$ cat src/temp_history_pkg.sv
// Constants, table layout and state type for the temperature history logger.
// Assumes a single 250 MHz clock and byte-wide table reads.
package temp_history_pkg;

  localparam logic [15:0] FORMAT_VERSION   = 16'h0002;
  localparam logic [15:0] DEFAULT_INTERVAL = 16'h0001;
  localparam logic [15:0] DEFAULT_PERIOD   = 16'h0001;
  localparam logic [7:0]  INVALID_TEMP     = 8'h80;
  localparam logic [7:0]  RESERVED_BYTE    = 8'h00;

  localparam int QUEUE_SIZE = 128;
  localparam int TABLE_SIZE = 512;

  localparam logic [8:0] OFS_VERSION  = 9'h000;
  localparam logic [8:0] OFS_PERIOD   = 9'h002;
  localparam logic [8:0] OFS_INTERVAL = 9'h004;
  localparam logic [8:0] OFS_MAX_OP   = 9'h006;
  localparam logic [8:0] OFS_OVER     = 9'h007;
  localparam logic [8:0] OFS_MIN_OP   = 9'h008;
  localparam logic [8:0] OFS_UNDER    = 9'h009;
  localparam logic [8:0] OFS_QSIZE    = 9'h01E;
  localparam logic [8:0] OFS_QINDEX   = 9'h020;
  localparam logic [8:0] OFS_QUEUE    = 9'h022;
  localparam logic [8:0] OFS_QEND     = 9'h0A2;

  localparam longint CLK_PERIOD_PS  = 4000;
  localparam longint MINUTE_PS      = 64'd60_000_000_000_000;
  localparam longint MINUTE_CYCLES  = MINUTE_PS / CLK_PERIOD_PS;

  typedef enum logic [0:0] {
    ST_IDLE  = 1'b0,
    ST_CLEAR = 1'b1
  } state_type;

endpackage

$ cat src/queue_port_if.sv
// Write and read port between the logger control and its queue storage.
// Assumes both ends run on the same clock.
`timescale 1ns/1ps
interface queue_port_if;
  logic       wrEn;
  logic [6:0] wrAddr;
  logic [7:0] wrData;
  logic [6:0] rdAddr;
  logic [7:0] rdData;
  modport ctrl (output wrEn, output wrAddr, output wrData, output rdAddr, input rdData);
  modport ram  (input wrEn, input wrAddr, input wrData, input rdAddr, output rdData);
endinterface

$ cat src/history_queue_ram.sv
// Circular byte storage of the temperature history queue.
// Assumes one write and one registered read per clock.
`timescale 1ns/1ps
module history_queue_ram (
  input wire logic   mclk,
  queue_port_if.ram  port
);
  // No reset: contents survive a power cycle as nonvolatile history
  logic [7:0] mem [temp_history_pkg::QUEUE_SIZE];

  always_ff @(posedge mclk) begin
    if (port.wrEn) begin
      mem[port.wrAddr] <= port.wrData;
    end
  end

  always_ff @(posedge mclk) begin
    port.rdData <= mem[port.rdAddr];
  end
endmodule

$ cat src/temperature_history_logger.sv
// Temperature history logger: samples, circular queue and 512-byte table read port.
// Assumes inputs synchronous to mclk; powerUp marks a restored power cycle.
`timescale 1ns/1ps
module temperature_history_logger #(
  parameter logic [15:0] SAMPLE_PERIOD         = temp_history_pkg::DEFAULT_PERIOD,
  parameter logic [7:0]  UPPER_OPERATING_BOUND = 8'h3C,
  parameter logic [7:0]  OVER_LIMIT            = 8'h46,
  parameter logic [7:0]  LOWER_OPERATING_BOUND = 8'h05,
  parameter logic [7:0]  UNDER_LIMIT           = 8'hFB,
  parameter longint      MINUTE_CYCLES         = temp_history_pkg::MINUTE_CYCLES
) (
  input  wire logic        mclk,
  input  wire logic        rst,
  input  wire logic [7:0]  sensorTemp,
  input  wire logic        sensorValid,
  input  wire logic        cmdBusy,
  input  wire logic        powerUp,
  input  wire logic        clearReq,
  input  wire logic        setInterval,
  input  wire logic [15:0] intervalValue,
  input  wire logic        intervalPersistent,
  input  wire logic        rdEn,
  input  wire logic [8:0]  rdAddr,
  output logic      [7:0]  rdData,
  output logic             rdValid,
  output logic             clearing
);
  localparam int DIV_W = 36;

  if (MINUTE_CYCLES < 1 || MINUTE_CYCLES >= (64'd1 << DIV_W)) begin
    $error("MINUTE_CYCLES out of range");
  end
  if (UPPER_OPERATING_BOUND == temp_history_pkg::INVALID_TEMP || OVER_LIMIT == temp_history_pkg::INVALID_TEMP ||
      LOWER_OPERATING_BOUND == temp_history_pkg::INVALID_TEMP || UNDER_LIMIT == temp_history_pkg::INVALID_TEMP) begin
    $error("Limit bytes may not hold the invalid code");
  end

  queue_port_if q ();

  history_queue_ram ram (
    .mclk (mclk),
    .port (q)
  );

  temp_history_pkg::state_type state_q;
  logic [DIV_W-1:0] divCnt_q;
  logic             minuteTick;
  logic [15:0]      sampleAge_q;
  logic [15:0]      entryAge_q;
  logic [15:0]      interval_q;
  logic [15:0]      savedInterval_q;
  logic [7:0]       latest_q;
  logic [6:0]       ptr_q;
  logic [6:0]       clrIdx_q;
  logic             sampleTake;
  logic             entryFire;
  logic             powerFire;
  logic             clearStart;
  logic [7:0]       curTemp;
  logic [7:0]       hdr_q;
  logic             inQueue_q;

  // One-minute enable from the clock divider
  assign minuteTick = (divCnt_q == DIV_W'(MINUTE_CYCLES - 1));

  always_ff @(posedge mclk or posedge rst) begin
    if (rst) begin
      divCnt_q <= '0;
    end else if (minuteTick) begin
      divCnt_q <= '0;
    end else begin
      divCnt_q <= divCnt_q + 1'b1;
    end
  end

  assign curTemp    = sensorValid ? sensorTemp : temp_history_pkg::INVALID_TEMP;
  // A sample waits while commands run, so it can only be late, never early
  assign sampleTake = (SAMPLE_PERIOD != 16'h0000) && (sampleAge_q >= SAMPLE_PERIOD) && !cmdBusy && sensorValid;
  assign clearStart = clearReq || (setInterval && intervalValue != 16'h0000);
  assign powerFire  = powerUp && !clearStart;
  assign entryFire  = (entryAge_q >= interval_q) && (state_q == temp_history_pkg::ST_IDLE) && !clearStart && !powerFire;
  assign clearing   = (state_q == temp_history_pkg::ST_CLEAR);

  always_ff @(posedge mclk or posedge rst) begin
    if (rst) begin
      sampleAge_q <= '0;
      latest_q    <= temp_history_pkg::INVALID_TEMP;
    end else begin
      if (sampleTake) begin
        sampleAge_q <= '0;
        latest_q    <= sensorTemp;
      end else if (minuteTick && sampleAge_q != 16'hFFFF) begin
        sampleAge_q <= sampleAge_q + 1'b1;
      end
      if (SAMPLE_PERIOD == 16'h0000) begin
        latest_q <= temp_history_pkg::INVALID_TEMP;
      end
    end
  end

  always_ff @(posedge mclk or posedge rst) begin
    if (rst) begin
      entryAge_q <= '0;
    end else if (entryFire || clearStart || powerFire) begin
      entryAge_q <= '0;
    end else if (minuteTick && entryAge_q != 16'hFFFF) begin
      entryAge_q <= entryAge_q + 1'b1;
    end
  end

  // Zero interval is ignored; a volatile setting is lost at the next power-up
  always_ff @(posedge mclk or posedge rst) begin
    if (rst) begin
      interval_q      <= temp_history_pkg::DEFAULT_INTERVAL;
      savedInterval_q <= temp_history_pkg::DEFAULT_INTERVAL;
    end else if (setInterval && intervalValue != 16'h0000) begin
      interval_q <= intervalValue;
      if (intervalPersistent) begin
        savedInterval_q <= intervalValue;
      end
    end else if (powerUp) begin
      interval_q <= savedInterval_q;
    end
  end

  // Reset counts as a new drive and clears the history
  always_ff @(posedge mclk or posedge rst) begin
    if (rst) begin
      state_q  <= temp_history_pkg::ST_CLEAR;
      clrIdx_q <= '0;
      ptr_q    <= '0;
    end else begin
      case (state_q)
        temp_history_pkg::ST_IDLE: begin
          if (clearStart) begin
            state_q  <= temp_history_pkg::ST_CLEAR;
            clrIdx_q <= '0;
            ptr_q    <= '0;
          end else if (powerFire || entryFire) begin
            ptr_q <= ptr_q + 1'b1;
          end
        end
        temp_history_pkg::ST_CLEAR: begin
          if (clearStart) begin
            clrIdx_q <= '0;
          end else if (clrIdx_q == 7'(temp_history_pkg::QUEUE_SIZE - 1)) begin
            state_q <= temp_history_pkg::ST_IDLE;
          end else begin
            clrIdx_q <= clrIdx_q + 1'b1;
          end
          ptr_q <= '0;
        end
        default: begin
          state_q <= temp_history_pkg::ST_IDLE;
        end
      endcase
    end
  end

  // Power-up during a clear is absorbed: the fresh queue already reads as a break
  always_comb begin
    q.wrEn   = 1'b0;
    q.wrAddr = ptr_q + 1'b1;
    q.wrData = temp_history_pkg::INVALID_TEMP;
    if (state_q == temp_history_pkg::ST_CLEAR) begin
      q.wrEn   = !clearStart;
      q.wrAddr = clrIdx_q;
      q.wrData = (clrIdx_q == 7'h00) ? curTemp : temp_history_pkg::INVALID_TEMP;
    end else if (powerFire) begin
      q.wrEn = 1'b1;
    end else if (entryFire) begin
      q.wrEn   = 1'b1;
      q.wrData = latest_q;
    end
  end

  assign q.rdAddr = 7'(rdAddr - temp_history_pkg::OFS_QUEUE);

  // Table read: one cycle from rdEn to rdValid; reading the table is identifier 0002h
  always_ff @(posedge mclk or posedge rst) begin
    if (rst) begin
      hdr_q     <= temp_history_pkg::RESERVED_BYTE;
      inQueue_q <= 1'b0;
      rdValid   <= 1'b0;
    end else begin
      rdValid <= rdEn;
      if (rdEn) begin
        inQueue_q <= (rdAddr >= temp_history_pkg::OFS_QUEUE) && (rdAddr < temp_history_pkg::OFS_QEND);
        case (rdAddr)
          temp_history_pkg::OFS_VERSION:      hdr_q <= temp_history_pkg::FORMAT_VERSION[7:0];
          temp_history_pkg::OFS_VERSION + 1:  hdr_q <= temp_history_pkg::FORMAT_VERSION[15:8];
          temp_history_pkg::OFS_PERIOD:       hdr_q <= SAMPLE_PERIOD[7:0];
          temp_history_pkg::OFS_PERIOD + 1:   hdr_q <= SAMPLE_PERIOD[15:8];
          temp_history_pkg::OFS_INTERVAL:     hdr_q <= interval_q[7:0];
          temp_history_pkg::OFS_INTERVAL + 1: hdr_q <= interval_q[15:8];
          temp_history_pkg::OFS_MAX_OP:       hdr_q <= UPPER_OPERATING_BOUND;
          temp_history_pkg::OFS_OVER:         hdr_q <= OVER_LIMIT;
          temp_history_pkg::OFS_MIN_OP:       hdr_q <= LOWER_OPERATING_BOUND;
          temp_history_pkg::OFS_UNDER:        hdr_q <= UNDER_LIMIT;
          temp_history_pkg::OFS_QSIZE:        hdr_q <= 8'(temp_history_pkg::QUEUE_SIZE);
          temp_history_pkg::OFS_QSIZE + 1:    hdr_q <= 8'h00;
          temp_history_pkg::OFS_QINDEX:       hdr_q <= {1'b0, ptr_q};
          temp_history_pkg::OFS_QINDEX + 1:   hdr_q <= 8'h00;
          default:                            hdr_q <= temp_history_pkg::RESERVED_BYTE;
        endcase
      end
    end
  end

  assign rdData = inQueue_q ? q.rdData : hdr_q;

  version_read_a: assert property (@(posedge mclk) disable iff (rst)
    rdEn && rdAddr == 9'h000 |=> rdData == 8'h02 && rdValid)
    else $error("Version low byte wrong");

  qsize_read_a: assert property (@(posedge mclk) disable iff (rst)
    rdEn && rdAddr == 9'h01E |=> rdData == 8'h80)
    else $error("Queue size byte wrong");

  index_read_a: assert property (@(posedge mclk) disable iff (rst)
    rdEn && rdAddr == 9'h020 && !entryFire && !powerFire && !clearing |=> rdData == {1'b0, $past(ptr_q)})
    else $error("Queue index byte wrong");

  limit_valid_a: assert property (@(posedge mclk) disable iff (rst)
    rdEn && rdAddr >= 9'h006 && rdAddr <= 9'h009 |=> rdData != 8'h80)
    else $error("Limit byte holds invalid code");

  reserved_read_a: assert property (@(posedge mclk) disable iff (rst)
    rdEn && rdAddr >= 9'h00A && rdAddr <= 9'h01D |=> rdData == 8'h00)
    else $error("Reserved byte not zero");

  sample_not_early_a: assert property (@(posedge mclk) disable iff (rst)
    $changed(latest_q) |-> $past(sampleAge_q) >= SAMPLE_PERIOD && !$past(cmdBusy))
    else $error("Sample taken early or during command");

  power_break_a: assert property (@(posedge mclk) disable iff (rst)
    powerFire && !clearing |-> q.wrEn && q.wrData == 8'h80 ##1 ptr_q == $past(ptr_q) + 7'h01)
    else $error("Power-up break entry missing");

  clear_fill_a: assert property (@(posedge mclk) disable iff (rst)
    clearing && q.wrEn && q.wrAddr != 7'h00 |-> q.wrData == 8'h80 && ptr_q == 7'h00)
    else $error("Clear fill wrong");

  clear_length_a: assert property (@(posedge mclk) disable iff (rst)
    $rose(clearing) |-> ##[127:128] !clearing || clearStart)
    else $error("Clear does not end after 128 slots");

  zero_interval_a: assert property (@(posedge mclk) disable iff (rst)
    setInterval && intervalValue == 16'h0000 && !powerUp |=> $stable(interval_q))
    else $error("Zero interval accepted");

  entry_advance_a: assert property (@(posedge mclk) disable iff (rst)
    entryFire |-> q.wrData == latest_q ##1 ptr_q == $past(ptr_q) + 7'h01)
    else $error("Entry did not advance index");
endmodule
$ cat config.mk
export PLATFORM = sky130hd
export DESIGN_NAME = temperature_history_logger
export DESIGN_NICKNAME = d
export VERILOG_FILES = /design/src/temp_history_pkg.sv /design/src/queue_port_if.sv /design/src/history_queue_ram.sv /design/src/temperature_history_logger.sv
export SDC_FILE = /design/constraint.sdc
export NUM_CORES = 1
export LEC_CHECK = 0
export BUFFER_PORTS_ARGS = -buffer_cell sky130_fd_sc_hd__buf_2
export CAP_MARGIN = 20
export CORE_MARGIN = 2
export CORE_UTILIZATION = 40
export DETAILED_ROUTE_END_ITERATION = 7
export MAX_ROUTING_LAYER = met4
export PLACE_DENSITY_LB_ADDON = 0.08
export SYNTH_ARGS = -nofsm -noshare
export SYNTH_HDL_FRONTEND = slang
export SYNTH_SLANG_ARGS = --single-unit
$ cat constraint.sdc
create_clock -name mclk -period 7.42 [get_ports mclk]
set_input_delay 1.484 -clock mclk [delete_from_list [all_inputs] [get_ports mclk]]
set_output_delay 1.484 -clock mclk [all_outputs]
set_load 0.02 [all_outputs]
Word level (Yosys, flattened, before mapping)
Memories as Yosys holds them, arrays and structs flattened. A register that Yosys moved wholly into a read port is not among the register bits.
Cells that the tools add are included.
Storage, ports and cells
  flip-flop bits (word level): 133
  RAM bits: 1024
  bits of input ports: 42
  word-level logic and storage cells: 96
  memories kept: 1
Cells by class
  add/sub/neg operators: 6
  magnitude comparators: 4
  equality and inequality tests: 16
  muxes and demuxes: 31
  bitwise gates (word level): 1
  reductions and logical operators: 25
Memory list
  ram.mem: depth 128, width 8, rd ports 1, clocked after memory_dff 1, write ports 1, line history_queue_ram.sv:9  | logic [7:0] mem [temp_history_pkg::QUEUE_SIZE];
Operators with widths (number)
  2-to-1 mux 16 bit: 6
  case mux 8 bit (10 select lines): 1
  2-to-1 mux 8 bit: 6
  2-to-1 mux 7 bit: 6
  adder 36 x 1 -> 36 bit, second input constant: 1
  == test 36 x 34 -> 1 bit, second input constant: 1
  == test 9 x 3 -> 1 bit, second input constant: 4
  2-to-1 mux 36 bit: 1
  adder 16 x 1 -> 16 bit, second input constant: 2
  != test 16 bit, second input constant: 2
  case mux 7 bit (2 select lines): 2
  == test 9 x 4 -> 1 bit, second input constant: 2
  greater-or-equal comparator 16 x 1 -> 1 bit, second input constant: 1
  greater-or-equal comparator 16 bit: 1
  nonzero test 16 bit: 1
  adder 7 x 1 -> 7 bit, second input constant: 2
  logical AND 1 bit: 10
  == test 9 x 2 -> 1 bit, second input constant: 1
  == test 9 x 5 -> 1 bit, second input constant: 1
  == test 9 x 6 -> 1 bit, second input constant: 1
  greater-or-equal comparator 9 x 6 -> 1 bit, second input constant: 1
  logical NOT 9 bit: 1
  less-than comparator 9 x 8 -> 1 bit, second input constant: 1
  2-to-1 mux 1 bit: 8
  12 further kinds: 20

Depth between registers and ports, before layout
  depth after elaboration: 12
  depth in mapped cells: 15
  gate-level depth less buffers: 9

Modules after synthesis
Synthesis repeated with hierarchy kept, for this count alone.
Unflattened totals
  cell total of the unflattened synthesis: 2443
  area, all modules: 47271.6 um^2
Modules (own cells, without submodules)
  history_queue_ram: instances 1, cells each 1635, area an instance 39665.5 um^2, sequential area each 30909.6 um^2
  temperature_history_logger: instances 1, cells each 808, area an instance 7606.0 um^2, sequential area each 3333.2 um^2

Worst setup path before layout
No wires, ideal clock.
  path type: input port to flip-flop
  from: input port intervalValue[1]
  to: memory ram.mem[0][7], data pin
  library setup time: 0.891 ns
  arrival: 5.705 ns
  required time: 6.529 ns
  setup slack: 0.824 ns
  cell stages on the path: 7
  path buffers: 0
  path through: nor4_1 > nand4_1 > nand2_1 > nand2b_1 > nand2b_1 > nor3_2 > a21oi_1
Between the ends
  word-level cells in the longest chain between the ends: 10
RTL lines
  from (decl): line temperature_history_logger.sv:20  | input wire logic [15:0] intervalValue,
  nonzero test 16 bit *: line temperature_history_logger.sv:79  | assign clearStart = clearReq || (setInterval && intervalValue != 16'h0000);
  logical AND 1 bit *: line temperature_history_logger.sv:79
  logical OR 1 bit *: line temperature_history_logger.sv:79
  logical NOT 1 bit *: line temperature_history_logger.sv:80, temperature_history_logger.sv:81
  logical AND 1 bit: line temperature_history_logger.sv:80  | assign powerFire = powerUp && !clearStart;
  logical NOT 1 bit: line temperature_history_logger.sv:81  | assign entryFire = (entryAge_q >= interval_q) && (state_q == temp_history_pkg::ST_IDLE) && !clearStart && !pow ...
  logical AND 1 bit: line temperature_history_logger.sv:81
  2-to-1 mux 8 bit: line temperature_history_logger.sv:171  | end else if (entryFire) begin
  2-to-1 mux 8 bit *: line temperature_history_logger.sv:169  | end else if (powerFire) begin
  2-to-1 mux 8 bit *: line temperature_history_logger.sv:165  | if (state_q == temp_history_pkg::ST_CLEAR) begin
  net q.wrData[7]: line queue_port_if.sv:7  | logic [7:0] wrData;
  to (decl): line history_queue_ram.sv:9
Mark *: on every way through the listed nets, which the timed path passes. The rest lies on a longest branch.

Worst setup path in the final report
  from: input port rdAddr[1]
  to: register ram.port.rdData[7] (read register of ram.mem)
Between the ends
  word-level cells in the longest chain between the ends: 1
RTL lines
  from (decl): line temperature_history_logger.sv:23  | input wire logic [8:0] rdAddr,
  subtractor 7 x 6 -> 7 bit: line temperature_history_logger.sv:177  | assign q.rdAddr = 7'(rdAddr - temp_history_pkg::OFS_QUEUE);
  to (decl): line queue_port_if.sv:11  | modport ram (input wrEn, input wrAddr, input wrData, input rdAddr, output rdData);
Every way passes these cells.
A chain may end at the register's enable or synchronous reset.

==> impl_results.md <==
- Status: complete, no violations
- Seq/Total Area, Yosys: 71.98%
- Setup_tns: 0 ns
- Final clock skew: 0.02392 ns
- Worst Hold Endpoint: divCnt_q[8]
- Vias in the first global route: around 27,000
- Share of layout cells above drive strength 1: 23.48%
- Reg-to-reg startpoint: ptr_q[0]
- Register bit total from synthesis: about 1,200
- Max-cap viol count: 0
- Syn_nets: about 2,800
- Initial Util: between 40% and 50%
- Worst Path Class, Setup: primary input to register
- Cts bufs inserted: ~130
- Syn Inst Count: about 2,800
- Die Y: around 350 µm
- Top-level port count: between 50 and 60
- Post-CTS sizing: 0
- Drt wl/cell: approximately 30 µm
- Worst reg2reg path depth: 8
- Clk buf depth: 3
- Max frequency: about 190 MHz
- Ys async rst share: between 10% and 20%
- Unique cell type count in the Yosys netlist: 66
- Final worst slack: between 2 and 2.5 ns
- Number of core rows: around 130
- Static leakage: 18.82 nW
- DP Wirelength: 86.48 mm
- Synthesized area per cell: 17.18 µm²
- Worst slew pin tran: around 1.2 ns
- Core area: around 120,000 µm²
- Die ar.: ~120,000 µm²
- Slowest cell on the critical path: o311ai_0
- CTS Hold Bufs: 0
- Die W: around 350 µm
- Filler cells: 10,100
- GPL Wtd Cong: slightly below 0.9
- Primary FF master, synth: edfxtp_1
- Initial antenna violation count: 2
- Final worst path period share: 70.15%
- Max stage delay on crit path: roughly 0.9 ns
- Clock sink total: between 1,000 and 1,500
- CTS H-tree depth: 4
- Tmin final: 5.205 ns
- Final hold vios: 0
- Worst-path clk slew: ~0.060 ns
- Residual DRC: 0
- Max FO, Critical Path: 66
- First-pass GRT wire length: 198.4 mm
- Final core area utilization: ~46%
- CP startpoint kind: primary input
- CP required: between 7 and 8 ns
- Register Area: around 34,000 µm²
- CP endpoint kind: register
- Via count: 26,810
- Final layout net count: 3,061
- Critical Path AT: between 5 and 6 ns
- Multi-input gate area: 12,720 µm²
- Post-place instance area: 50,530 µm²
- GRT Util Overall: around a quarter
- RSZ-0062 raised after global routing: no
- Fin area: ~55,000 µm²
- Hold path depth: 1
- Register-to-register setup slack: between 2 and 3 ns
- Hold path start: divCnt_q[8]
- Pwr per Cell Area: approximately 260 nW/µm²
- Number of synthesized flops with an enable pin: 1,024
- Grt total ovfl: 0
- Root buffer cell: clkbuf_16
- Clock latency on the worst-skew pair: between 0.7 and 0.8 ns
- Pin count of the biggest net entering global routing: around 90
- Yosys warns: 0
- Area Growth Syn to Fin: 15.20%
- Reg-to-reg critical path endpoint: ram.mem[49][7]
- Routed WL: between 100 and 150 mm
- Setup-failing EPs final: 0
- Relative slew slack: between 15 and 20%
- Maximum VDD drop: between 0.15 and 0.2 mV
- First drt pass iteration count: 6
- TritonCTS clock tree: built
- Post-CTS setup buffer count: 0
- Pre-CTS setup slack: roughly 1.4 ns
- Hold Crit Class: register to register
- Port-buffer cells: just over 50
- Critical path cell sequence: buf_6 > inv_2 > ha_4 > buf_12 > mux2i_1 > a22oi_1 > a32o_1 > o311ai_0 > o31ai_1
- DR iter-0 viols: around 2,800
- Via-per-instance ratio: 5.787
- Slew Limit Fails: 0
- Synthesized area: 47,580 µm²
- Detail Route Antenna Nets: 0
metal layers:
| layer | up-vias | global-route usage (%) | share of wire (%) |
|---|---|---|---|
| li1 | 11430 | - | - |
| met1 | 14120 | 31.54 | 43 |
| met2 | 1074 | 36.58 | 48 |
| met3 | 186 | 3.832 | 6.7 |
| met4 | 0 | 6.369 | 2.3 |
| met5 | - | - | 0 |
worst max-delay path: cells and delay by family:
kind / cells / cell delay, ns
adder cells (fa/ha/maj): 1 / 0.82
AO/OA/AOI/OAI: 4 / 1.65
buffers and inverters: 3 / 1.36
multiplexers: 1 / 0.32
stage by stage:
step,hold WS (ns),instances,power [mW]
floorplan,0.4426,2769,7.984
global placement,0.4584,4273,8.444
detailed placement,0.4671,4352,8.451
CTS,0.4786,4589,14.54
global route,0.4921,4633,14.84
finish,0.4744,4633,14.39
registers in the layout, summed over array words and instances (netlist names):
register	flops
clearing	1
ram.port.rdData	8
divCnt_q	36
savedInterval_q	16
ram.mem	1024
rdValid	1
sampleAge_q	16
interval_q	16
clrIdx_q	7
entryAge_q	16
ptr_q	7
hdr_q	8
inQueue_q	1
latest_q	8
report_power, final:
part	internal (mW)	total [mW]	switching [mW]
logic	0.347	1.02	0.677
clock network	3.44	6.08	2.65
registers	7.22	7.28	0.0671
cell usage after synthesis, types with 9 or more instances:
cell type | count | area share (%)
edfxtp_1 | 1024 | 65
nand2_1 | 236 | 1.9
mux4_2 | 216 | 10
nor3_1 | 146 | 1.5
mux2i_1 | 132 | 2.8
dfrtp_1 | 129 | 6.8
nor2_1 | 116 | 0.92
clkbuf_1 | 65 | 0.51
a21oi_1 | 63 | 0.66
buf_2 | 56 | 0.59
nand3_1 | 46 | 0.48
inv_1 | 44 | 0.35
xnor2_1 | 44 | 0.81
mux2_2 | 41 | 0.97
xor2_1 | 35 | 0.64
o21ai_0 | 34 | 0.36
a22oi_1 | 31 | 0.49
ha_1 | 25 | 0.66
o22ai_1 | 21 | 0.28
nand4_1 | 20 | 0.26
buf_1 | 19 | 0.15
and3_1 | 17 | 0.22
nor4_1 | 17 | 0.22
a211oi_1 | 14 | 0.22
o31ai_1 | 13 | 0.21
nand2b_1 | 12 | 0.16
a221oi_1 | 10 | 0.18
or3_1 | 10 | 0.13
a32o_1 | 9 | 0.19
and2_1 | 9 | 0.12
logic make-up after synthesis:
logic type	count (synthesis)	synth area share (%)
muxes	389	13.97
DFF	1165	71.98
buffers and inverters	192	1.725
AOI/OAI and AO/OA	257	3.766
xor gates and xnor gates	79	1.454
adders and majority gates	25	0.6575
and+or+nand+nor	662	6.449
worst max-delay path by stage:
stage,start,to,slack [ns],cells after the start
2_1_floorplan,intervalValue[1],ram.mem[0][7],0.82,7
3_3_place_gp,rdAddr[1],ram.port.rdData[7],1.40,9
3_5_place_dp,rdAddr[1],ram.port.rdData[7],1.41,9
4_1_cts,rdAddr[1],ram.port.rdData[7],2.20,9
5_1_grt,rdAddr[1],ram.port.rdData[7],2.15,9
6_report,rdAddr[1],ram.port.rdData[7],2.22,9
final cells by class:
type | instances | area share [%]
Sequential cell | 1165 | 62.48
Multi-Input combinational cell | 1412 | 23.21
Clock buffer | 162 | 6.385
Tap cell | 1536 | 3.507
Timing Repair Buffer | 238 | 3.196
Clock inverter | 75 | 0.9109
Inverter | 44 | 0.3059
Antenna cell | 1 | 0.004566
cells in the final DEF (no fill, tap or decap), drive strengths merged, types with 20 or more instances in the layout:
master	count
mux4	216
o21ai	37
clkbuf	185
edfxtp	1024
inv	54
buf	215
a22oi	32
mux2	41
nor3	148
nor2	116
dfrtp	129
nand3	46
nand2	236
nand4	20
o22ai	21
a21oi	63
clkinv	54
xnor2	44
ha	25
xor2	35
mux2i	132
(Power assumes the default switching activity.)
